**src/verilog/fdc_cmd_params.svh**
```systemverilog
// offsets, opcodes, reset values and timing counts of the command sequencer
// assumes byte addressing on a 32-bit apb bus
`ifndef FDC_CMD_PARAMS_SVH
`define FDC_CMD_PARAMS_SVH

`define OFS_DATA          12'h000
`define OFS_MAIN_STATUS   12'h004
`define OFS_IRQ_STATUS    12'h008
`define OFS_IRQ_ENABLE    12'h00C
`define OFS_IRQ_CLEAR     12'h010

`define MS_BIT_RQM        7
`define MS_BIT_DIO        6
`define MS_BIT_EXEC       5
`define MS_BIT_BUSY       4

`define IRQ_BIT_CMD_DONE  0
`define IRQ_BIT_RECAL     1
`define IRQ_BIT_INVALID   2
`define IRQ_RESET         3'h0

`define OP_LOW_VERIFY     5'h16
`define OP_LOW_WRITE      5'h05
`define OP_LOW_WRITE_DEL  5'h09
`define OP_LOW_FORMAT     5'h0D
`define OP_RECAL          8'h07
`define OP_VERSION        8'h10
`define RES_VERSION       8'h90
`define RES_INVALID       8'h80

`define PARAM_RW          4'h8
`define PARAM_FORMAT      4'h5
`define PARAM_RECAL       4'h1
`define RES_RW            3'h7
`define RES_ONE           3'h1

`define CLK_PERIOD_NS     20
`define STEP_TIME_NS      3000
`define STEP_CYC          ((`STEP_TIME_NS + `CLK_PERIOD_NS - 1) / `CLK_PERIOD_NS)
`define MAX_STEPS         8'h50

`endif

```
**src/verilog/fdc_cmd_pkg.sv**
```systemverilog
// types shared by the command sequencer and its bench
// assumes fdc_cmd_params.svh for numeric constants
package fdc_cmd_pkg;

  typedef enum logic [2:0] {
    PH_IDLE   = 3'b000,
    PH_PARAM  = 3'b001,
    PH_EXEC   = 3'b010,
    PH_RESULT = 3'b011,
    PH_RECAL  = 3'b100
  } phase_t;

  typedef enum logic [2:0] {
    K_VERIFY    = 3'b000,
    K_WRITE     = 3'b001,
    K_WRITE_DEL = 3'b010,
    K_FORMAT    = 3'b011,
    K_RECAL     = 3'b100,
    K_VERSION   = 3'b101,
    K_INVALID   = 3'b110
  } cmd_kind_t;

  // selection and mode fields presented to the drive logic
  typedef struct packed {
    logic       multi_track;
    logic       double_density;
    logic       skip_marked;
    logic       verify_count_mode;
    logic       side_select;
    logic       drive_sel_hi;
    logic       drive_sel_lo;
    cmd_kind_t  kind;
  } drive_ctl_t;

  // end-of-execution report from the drive logic
  typedef struct packed {
    logic       done;
    logic       ready;
    logic [7:0] result_status_zero;
    logic [7:0] result_status_one;
    logic [7:0] result_status_two;
  } drive_report_t;

  // byte stream towards the floppy_drive
  typedef struct packed {
    logic       valid;
    logic       deleted;
    logic [7:0] data;
  } stream_t;

endpackage

```
**src/verilog/sync2.sv**
```systemverilog
// two-flop synchroniser for asynchronous levels
// assumes inputs are quasi-static levels
`timescale 1ns/1ps
`default_nettype none
module sync2 #(
  parameter int W = 1
) (
  input  wire logic         clk,
  input  wire logic         rst_n,
  input  wire logic [W-1:0] d,
  output var  logic [W-1:0] q
);
  logic [W-1:0] meta_q;

  always_ff @(posedge clk or negedge rst_n) begin
    if (!rst_n) begin
      meta_q <= '0;
      q      <= '0;
    end else begin
      meta_q <= d;
      q      <= meta_q;
    end
  end
endmodule
`default_nettype wire

```
**src/verilog/param_mem.sv**
```systemverilog
// small parameter byte store with registered read data
// assumes a single clock; no reset on contents
`timescale 1ns/1ps
`default_nettype none
module param_mem #(
  parameter int W = 8,
  parameter int D = 8,
  parameter int A = 3
) (
  input  wire logic         clk,
  input  wire logic         we,
  input  wire logic [A-1:0] waddr,
  input  wire logic [W-1:0] wdata,
  input  wire logic [A-1:0] raddr,
  output var  logic [W-1:0] rdata_q
);
  logic [W-1:0] mem [D];

  always_ff @(posedge clk) begin
    if (we) begin
      mem[waddr] <= wdata;
    end
    rdata_q <= mem[raddr];
  end
endmodule
`default_nettype wire

```
**src/verilog/fdc_cmd_seq.sv**
```systemverilog
// command-phase decoder and sequencer with apb register access
// assumes drive logic on pclk; track-zero sense arrives from a pin
//
// Contract
// RULE1 - verify opcode: flags in bits 7..5, 10110 low; count-mode bit 7 of byte two
// RULE2 - write data: flags bits 7..6, bit 5 zero, 00101 low; streams data
// RULE3 - write deleted data: low bits 01001, same parameters, deleted marks
// RULE4 - host sends drive byte then cylinder, head, record, size, final, gap, length
// RULE5 - verify and writes return three status bytes then cylinder, head, record, size
// RULE6 - recalibrate 07h plus drive byte: step to track zero, interrupt, no result
// RULE7 - undefined opcode is a no-operation returning one status byte of 80h
// RULE8 - host follows recalibrate interrupt with sense interrupt status; 08h decodes as an undefined opcode here
// RULE9 - format: drive, size, sectors, gap, filler; four bytes per sector; seven results
//
// Local design decisions: register access over APB and the placing of the registers.
`timescale 1ns/1ps
`default_nettype none
`include "fdc_cmd_params.svh"
module fdc_cmd_seq #(
  parameter int STEP_CYCLES = `STEP_CYC,
  parameter int MAX_STEPS   = `MAX_STEPS
) (
  input  wire logic                       pclk,
  input  wire logic                       presetn,
  input  wire logic                       psel,
  input  wire logic                       penable,
  input  wire logic                       pwrite,
  input  wire logic [11:0]                paddr,
  input  wire logic [31:0]                pwdata,
  output var  logic [31:0]                prdata,
  output var  logic                       pready,
  output var  logic                       pslverr,
  output var  logic                       irq,
  input  wire logic                       track_zero_pin,
  input  wire fdc_cmd_pkg::drive_report_t report,
  output var  fdc_cmd_pkg::drive_ctl_t    drive_ctl,
  output var  fdc_cmd_pkg::stream_t       stream,
  output var  logic                       exec_start,
  output var  logic                       step,
  output var  logic                       step_outward
);
  import fdc_cmd_pkg::*;

  typedef struct packed {
    phase_t     phase;
    drive_ctl_t ctl;
    logic [3:0] pidx;
    logic [3:0] pcnt;
    logic [2:0] ridx;
    logic [2:0] rcnt;
    logic [7:0] st0;
    logic [7:0] st1;
    logic [7:0] st2;
    logic [7:0] sectors;
    logic [9:0] fmt_cnt;
    logic [15:0] step_cnt;
    logic [7:0] steps;
    logic [2:0] irq_stat;
    logic [2:0] irq_en;
    logic       irq;
    logic       pready;
    logic       pslverr;
    logic [31:0] prdata;
    logic       exec_start;
    logic       step;
    stream_t    stream;
  } state_t;

  state_t s_q;
  state_t s_d;

  logic       trk0;
  logic [7:0] mem_rdata;
  logic       mem_we;
  logic [2:0] mem_raddr;

  //////////////////////////////////////////////////////////////////////////
  // helpers

  function automatic logic [2:0] reg_sel(input logic [11:0] a);
    unique case (a)
      `OFS_DATA:        reg_sel = 3'h1;
      `OFS_MAIN_STATUS: reg_sel = 3'h2;
      `OFS_IRQ_STATUS:  reg_sel = 3'h3;
      `OFS_IRQ_ENABLE:  reg_sel = 3'h4;
      `OFS_IRQ_CLEAR:   reg_sel = 3'h5;
      default:          reg_sel = 3'h0;
    endcase
  endfunction

  function automatic cmd_kind_t decode(input logic [7:0] op);
    if (op[4:0] == `OP_LOW_VERIFY) begin
      decode = K_VERIFY; // RULE1
    end else if (!op[5] && op[4:0] == `OP_LOW_WRITE) begin
      decode = K_WRITE; // RULE2
    end else if (!op[5] && op[4:0] == `OP_LOW_WRITE_DEL) begin
      decode = K_WRITE_DEL; // RULE3
    end else if (!op[7] && !op[5] && op[4:0] == `OP_LOW_FORMAT) begin
      decode = K_FORMAT; // RULE9
    end else if (op == `OP_RECAL) begin
      decode = K_RECAL; // RULE6
    end else if (op == `OP_VERSION) begin
      decode = K_VERSION;
    end else begin
      decode = K_INVALID; // RULE7
    end
  endfunction

  //////////////////////////////////////////////////////////////////////////
  // submodules

  sync2 #(.W(1)) u_trk0 (
    .clk   (pclk),
    .rst_n (presetn),
    .d     (track_zero_pin),
    .q     (trk0)
  );

  param_mem #(.W(8), .D(8), .A(3)) u_mem (
    .clk     (pclk),
    .we      (mem_we),
    .waddr   (s_q.pidx[2:0]),
    .wdata   (pwdata[7:0]),
    .raddr   (mem_raddr),
    .rdata_q (mem_rdata)
  );

  // result bytes 3..6 read cylinder, head, record, size from slots 1..4
  assign mem_raddr = s_q.ridx - 3'h2;

  //////////////////////////////////////////////////////////////////////////
  // next state

  logic       acc;
  logic       done_acc;
  logic [2:0] sel;
  logic       rqm;
  logic       dio;
  logic       data_wr;
  logic       data_rd;
  logic [7:0] res_byte;
  logic       in_stream;
  cmd_kind_t  k;

  always_comb begin
    s_d       = s_q;
    acc       = psel && penable;
    done_acc  = acc && s_q.pready;
    sel       = reg_sel(paddr);
    in_stream = (s_q.ctl.kind == K_WRITE) || (s_q.ctl.kind == K_WRITE_DEL) ||
                (s_q.ctl.kind == K_FORMAT && s_q.fmt_cnt < {s_q.sectors, 2'b00});
    dio       = (s_q.phase == PH_RESULT);
    unique case (s_q.phase)
      PH_IDLE, PH_PARAM, PH_RESULT: rqm = 1'b1;
      PH_EXEC:  rqm = in_stream && report.ready && !s_q.stream.valid;
      default:  rqm = 1'b0;
    endcase
    data_wr   = done_acc && pwrite && sel == 3'h1 && rqm && !dio;
    data_rd   = done_acc && !pwrite && sel == 3'h1 && dio;
    mem_we    = data_wr && s_q.phase == PH_PARAM;
    k         = decode(pwdata[7:0]);
    if (s_q.ridx < 3'h3) begin
      res_byte = (s_q.ridx == 3'h0) ? s_q.st0 : (s_q.ridx == 3'h1) ? s_q.st1 : s_q.st2;
    end else begin
      res_byte = (s_q.ctl.kind == K_FORMAT) ? 8'h00 : mem_rdata;
    end

    s_d.exec_start   = 1'b0;
    s_d.stream.valid = 1'b0;
    s_d.step         = 1'b0;

    // apb: first access cycle loads the answer, second completes it
    s_d.pready  = acc && !s_q.pready;
    s_d.pslverr = acc && !s_q.pready && sel == 3'h0;
    s_d.prdata  = 32'h0000_0000;
    if (acc && !s_q.pready && !pwrite) begin
      unique case (sel)
        3'h1: s_d.prdata = {24'h00_0000, dio ? res_byte : 8'h00};
        3'h2: s_d.prdata = {24'h00_0000, rqm, dio, s_q.phase == PH_EXEC,
                            s_q.phase != PH_IDLE, 1'b0, s_q.phase};
        3'h3: s_d.prdata = {29'h0000_0000, s_q.irq_stat};
        3'h4: s_d.prdata = {29'h0000_0000, s_q.irq_en};
        default: s_d.prdata = 32'h0000_0000;
      endcase
    end
    if (done_acc && pwrite && sel == 3'h4) begin
      s_d.irq_en = pwdata[2:0];
    end
    if (done_acc && pwrite && sel == 3'h5) begin
      s_d.irq_stat = s_q.irq_stat & ~pwdata[2:0];
    end

    unique case (s_q.phase)
      PH_IDLE: begin
        if (data_wr) begin
          s_d.ctl.kind           = k;
          s_d.ctl.multi_track    = pwdata[7];
          s_d.ctl.double_density = pwdata[6];
          s_d.ctl.skip_marked    = (k == K_VERIFY) && pwdata[5]; // RULE1
          s_d.pidx               = 4'h0;
          s_d.ridx               = 3'h0;
          s_d.fmt_cnt            = 10'h000;
          unique case (k)
            K_VERIFY, K_WRITE, K_WRITE_DEL: begin
              s_d.pcnt  = `PARAM_RW; // RULE4
              s_d.phase = PH_PARAM;
            end
            K_FORMAT: begin
              s_d.pcnt  = `PARAM_FORMAT; // RULE9
              s_d.phase = PH_PARAM;
            end
            K_RECAL: begin
              s_d.pcnt  = `PARAM_RECAL; // RULE6
              s_d.phase = PH_PARAM;
            end
            K_VERSION: begin
              s_d.st0   = `RES_VERSION;
              s_d.rcnt  = `RES_ONE;
              s_d.phase = PH_RESULT;
            end
            default: begin
              s_d.st0   = `RES_INVALID; // RULE7
              s_d.rcnt  = `RES_ONE; // RULE7
              s_d.phase = PH_RESULT;
              s_d.irq_stat[`IRQ_BIT_INVALID] = 1'b1;
            end
          endcase
        end
      end
      PH_PARAM: begin
        if (data_wr) begin
          if (s_q.pidx == 4'h0) begin
            s_d.ctl.verify_count_mode = (s_q.ctl.kind == K_VERIFY) && pwdata[7]; // RULE1
            s_d.ctl.side_select       = (s_q.ctl.kind != K_RECAL) && pwdata[2]; // RULE4
            s_d.ctl.drive_sel_hi      = pwdata[1];
            s_d.ctl.drive_sel_lo      = pwdata[0];
          end
          if (s_q.pidx == 4'h2 && s_q.ctl.kind == K_FORMAT) begin
            s_d.sectors = pwdata[7:0]; // RULE9
          end
          s_d.pidx = s_q.pidx + 4'h1;
          if (s_q.pidx + 4'h1 == s_q.pcnt) begin
            if (s_q.ctl.kind == K_RECAL) begin
              s_d.steps    = 8'h00;
              s_d.step_cnt = 16'h0000;
              s_d.phase    = PH_RECAL;
            end else begin
              s_d.exec_start = 1'b1;
              s_d.phase      = PH_EXEC;
            end
          end
        end
      end
      PH_EXEC: begin
        if (data_wr) begin
          s_d.stream.valid   = 1'b1; // RULE2
          s_d.stream.data    = pwdata[7:0];
          s_d.stream.deleted = (s_q.ctl.kind == K_WRITE_DEL); // RULE3
          s_d.fmt_cnt        = s_q.fmt_cnt + 10'h001; // RULE9
        end
        if (report.done) begin
          s_d.st0   = report.result_status_zero; // RULE5
          s_d.st1   = report.result_status_one;
          s_d.st2   = report.result_status_two;
          s_d.rcnt  = `RES_RW; // RULE5
          s_d.phase = PH_RESULT;
          s_d.irq_stat[`IRQ_BIT_CMD_DONE] = 1'b1;
        end
      end
      PH_RESULT: begin
        if (data_rd) begin
          s_d.ridx = s_q.ridx + 3'h1;
          if (s_q.ridx + 3'h1 == s_q.rcnt) begin
            s_d.phase = PH_IDLE;
          end
        end
      end
      PH_RECAL: begin
        // step outward at the step rate until track zero or the step limit
        if (s_q.step_cnt != 16'h0000) begin
          s_d.step_cnt = s_q.step_cnt - 16'h0001;
        end else if (trk0 || s_q.steps == MAX_STEPS[7:0]) begin
          s_d.phase = PH_IDLE; // RULE6
          s_d.irq_stat[`IRQ_BIT_RECAL] = 1'b1; // RULE6
        end else begin
          s_d.step     = 1'b1; // RULE6
          s_d.steps    = s_q.steps + 8'h01;
          s_d.step_cnt = STEP_CYCLES[15:0];
        end
      end
      default: begin
        s_d.phase = PH_IDLE;
      end
    endcase

    s_d.irq = |(s_d.irq_stat & s_d.irq_en);
  end

  //////////////////////////////////////////////////////////////////////////
  // state register

  always_ff @(posedge pclk or negedge presetn) begin
    if (!presetn) begin
      s_q <= '0;
    end else begin
      s_q <= s_d;
    end
  end

  assign prdata       = s_q.prdata;
  assign pready       = s_q.pready;
  assign pslverr      = s_q.pslverr;
  assign irq          = s_q.irq;
  assign drive_ctl    = s_q.ctl;
  assign stream       = s_q.stream;
  assign exec_start   = s_q.exec_start;
  assign step         = s_q.step;
  assign step_outward = 1'b1;

endmodule
`default_nettype wire

```
**config.mk**
```make
export PLATFORM = sky130hd
export DESIGN_NAME = fdc_cmd_seq
export DESIGN_NICKNAME = d
export VERILOG_FILES = /design/src/verilog/fdc_cmd_pkg.sv /design/src/verilog/sync2.sv /design/src/verilog/param_mem.sv /design/src/verilog/fdc_cmd_seq.sv
export VERILOG_INCLUDE_DIRS = /design/src /design/src/verilog
export SDC_FILE = /design/constraint.sdc
export NUM_CORES = 1
export LEC_CHECK = 0
export BUFFER_PORTS_ARGS = -buffer_cell sky130_fd_sc_hd__buf_2
export CAP_MARGIN = 20
export CORE_ASPECT_RATIO = 0.6
export CORE_MARGIN = 1.5
export CORE_UTILIZATION = 40
export CTS_CLUSTER_SIZE = 24
export DETAILED_ROUTE_END_ITERATION = 8
export GPL_ROUTABILITY_DRIVEN = 1
export PLACE_DENSITY = 0.68
export SKIP_CTS_REPAIR_TIMING = 1
export SYNTH_ARGS = -nofsm -noshare
export SYNTH_HDL_FRONTEND = slang
export SYNTH_SLANG_ARGS = --single-unit
```
**constraint.sdc**
```tcl
create_clock -name pclk -period 10.4 [get_ports pclk]
set_input_delay 1.04 -clock pclk [delete_from_list [all_inputs] [get_ports pclk]]
set_output_delay 1.04 -clock pclk [all_outputs]
set_load 0.02 [all_outputs]
```
==> metrics.md <==
| Metric | Value |
|---|---|
| Main flop type after synthesis | `dfrtp_1` |
| Seq/Total Area, Yosys | `54.35%` |
| Yosys warning count | `0` |
| Post-Syn Area per Cell | `10.74 um^2` |
| CTS buffer count | `17` |
| Area of placed instances | `9879 um^2` |
| Max-cap violations | `0` |
| Final period utilization | `38.92%` |
| RSZ-0062 raised after global routing | `no` |
| Post-synth cell types | `64` |
| Drt wl/cell | `17.86 um` |
| Status | `finished clean` |
| Initial antenna violation count | `1` |
| Hold EP | `u_trk0.q` |
| FF+latch count, synth | `194` |
| Asr flop ratio synth | `62.89%` |
| Min Tclk post-route | `4.048 ns` |
| Largest net degree at the start of global routing | `71` |
| Crit Reg-Reg Endpoint | `u_mem.mem[7][3]` |
| Global-route wire length before repair | `35500 um` |
| Critical path type | `primary input to register` |
| Worst Hold Depth | `0` |
| LEAKAGE | `4.563 nW` |
| FF/Latch Area | `5135 um^2` |
| Sink Count | `194` |
| GP Congestion | `0.9086` |
| Clock buffer depth | `2` |
| Routed vias | `6735` |
| DP HPWL | `15910 um` |
| Worst-path fanout max | `8` |
| Violation count after the first detailed-route iteration | `623` |
| Slew Viols, Final | `0` |
| Via density | `5.354` |
| Max-Slew Margin vs Limit | `32.37%` |
| CP Data Arrival Time | `4.13 ns` |
| Crit path from | `paddr[7]` |
| Congestion Overflow GR | `0` |
| DRT Pass-1 Iters | `5` |
| Total routing usage reported by global routing | `18.91%` |
| Cell Area, Synth | `9448 um^2` |
| N_diodes | `0` |
| Max Freq | `247.0 MHz` |
| Most common cell after layout, fill and taps aside | `nand2_1` |
| Startpoint types | `primary input` |
| Reg2Reg Setup Slack | `6.63 ns` |
| Buffers on Ports | `84` |
| Most frequent cells in the layout | `156 x nand2_1, 122 x dfrtp_1, 83 x buf_2` |
| Design Area, Final | `10470 um^2` |
| EDFF count, synth | `64` |
| Fin. Hold Viols | `0` |
| Vias in the first global route | `6368` |
| Top cell type by total area after synthesis | `dfrtp_1` |
| Final count of negative-setup-slack endpoints | `0` |
| Placed Cells | `1226` |
| Initial Util | `40.84%` |
| Root buf cell | `clkbuf_16` |
| Die area | `24580 um^2` |
| Worst hold-check path type | `register to register` |
| Area Overhead vs Synth | `10.81%` |
| Clk slew on worst S/H paths | `0.07 ns` |
| Die Width | `201.4 um` |
| Setup TNS | `0 ns` |
| Cell area power density | `142.3 nW/um^2` |
| Die height | `122.0 um` |
| Critical Path RT | `10.48 ns` |
| HP Start | `u_trk0.meta_q` |
| Synth area leaders | `dfrtp_1 32%, edfxtp_1 20%, nand2_1 6.2%` |
| Clk_lat worst skew | `0.46 ns` |
| R2R Path Start | `s_q[80]` |
| WL final | `22470 um` |
| Yosys top cell area share | `32.31%` |
| # DRC | `0` |
| Nets | `1025` |
| CORE AREA | `23130 um^2` |
| Cells after synthesis | `880` |
| Worst-Margin Slew | `1.012 ns` |
| Multi-input logic area | `3729 um^2` |
| TritonCTS clock tree | `done` |
| Htree depth | `4` |
| Crit path capture type | `register` |
| Worst R2R Path Depth | `9` |
| Final Non-Filler Cells | `1258` |
| Final antenna-violating net count | `0` |
| Share of layout cells above drive strength 1 | `18.56%` |
| Peak supply drop | `0.0001212 V` |
| Filler cells | `2171` |
| Site Rows | `43` |
| IO Count | `134` |
| Clk_skew | `0.01603 ns` |
Yosys cell counts, types with 3 or more instances:
library cell / count
nand2_1: 156
dfrtp_1: 122
edfxtp_1: 64
o21ai_0: 60
buf_4: 55
nor2_1: 47
inv_1: 33
a21oi_1: 31
nand3_1: 24
nor3_1: 24
clkbuf_1: 22
ha_1: 19
mux2_2: 17
mux4_2: 16
nor2b_1: 13
a22o_1: 10
and3_1: 10
or3_1: 10
a31oi_1: 9
nand4_1: 9
xnor2_1: 9
dfxtp_1: 8
mux2_1: 8
nor4_1: 8
o31ai_1: 8
nor4b_1: 7
a22oi_1: 6
buf_1: 5
nand3b_1: 5
a21o_1: 4
mux2i_1: 4
nand2b_1: 4
a31o_2: 3
nor3b_1: 3
nor4_2: 3
o21a_1: 3
or2_2: 3
xor2_1: 3
layout make-up:
cell class                 instances  share of cell area, %
clock inverter                    15                  1.566
timing repair buffer              94                  4.757
multi-input combinational        590                  35.62
clock buffer                      17                  4.064
inverter                          33                  1.183
tap                              315                  3.765
sequential                       194                  49.05
through the flow:
stage | hold WS, ns | setup slack (ns) | utilization, % | power [W]
finish | 0.3588 | 6.352 | 45.25 | 0.001490
global route | 0.3680 | 6.048 | 45.25 | 0.001534
CTS | 0.3636 | 6.422 | 45.25 | 0.001501
detailed placement | 0.3464 | 5.936 | 42.70 | 0.0008513
global placement | 0.3363 | 6.069 | 42.70 | 0.0008507
floorplan | 0.3312 | 6.714 | - | 0.0008269
critical path, cell delays in order:
cell and delay [ns]:
buf_2 0.10, nor4_2 0.45, nand4_1 0.43, nor3_1 0.48
nand3_1 0.31, or2_2 0.43, inv_1 0.07, nand2_1 0.09
nor2_1 0.71
logic make-up (layout without fill, tap and decap cells):
kind of cell	count (synthesis)	count (layout)	share of synthesized area [%]
AO/OA/AOI/OAI	147	147	9.760
XOR/XNOR	13	13	1.351
adder cells (fa/ha/maj)	19	19	2.516
buffers and inverters	119	159	7.098
flip-flops	194	194	54.35
multiplexers	45	45	7.218
other	2	25	0.07949
AND/OR/NAND/NOR	341	341	17.63
per-layer routing:
layer  global-route usage (%)  vias up  share of wire [%]
li1                         -     3148                  -
met2                    24.74      245                 39
met1                    29.65     3324                 52
met5                        0        -                  0
met3                    5.645       18                8.5
met4                    4.944        0                1.1
power by group:
part	total, W	switching (W)	internal (W)	leakage (nW)
clock network	0.000655	0.000333	0.000322	0.280
logic	0.0000460	0.0000357	0.0000102	2.04
registers	0.000789	0.000000538	0.000789	2.25
flip-flops by register name, indices dropped and copies added, names as in the netlist:
signal and count:
drive_ctl 10, exec_start 1, irq 1, prdata 8
pready 1, pslverr 1, s_q 87, step 1
stream 10, u_mem.mem 64, u_mem.rdata_q 8, u_trk0.meta_q 1
u_trk0.q 1
worst max path at each step:
stage                       to
6_report       u_mem.mem[7][3]
5_1_grt        u_mem.mem[7][3]
4_1_cts        u_mem.mem[7][3]
3_5_place_dp   u_mem.mem[7][3]
3_3_place_gp   u_mem.mem[7][3]
2_1_floorplan  u_mem.mem[2][0]
No activity file was read; power rests on OpenSTA's default activity.
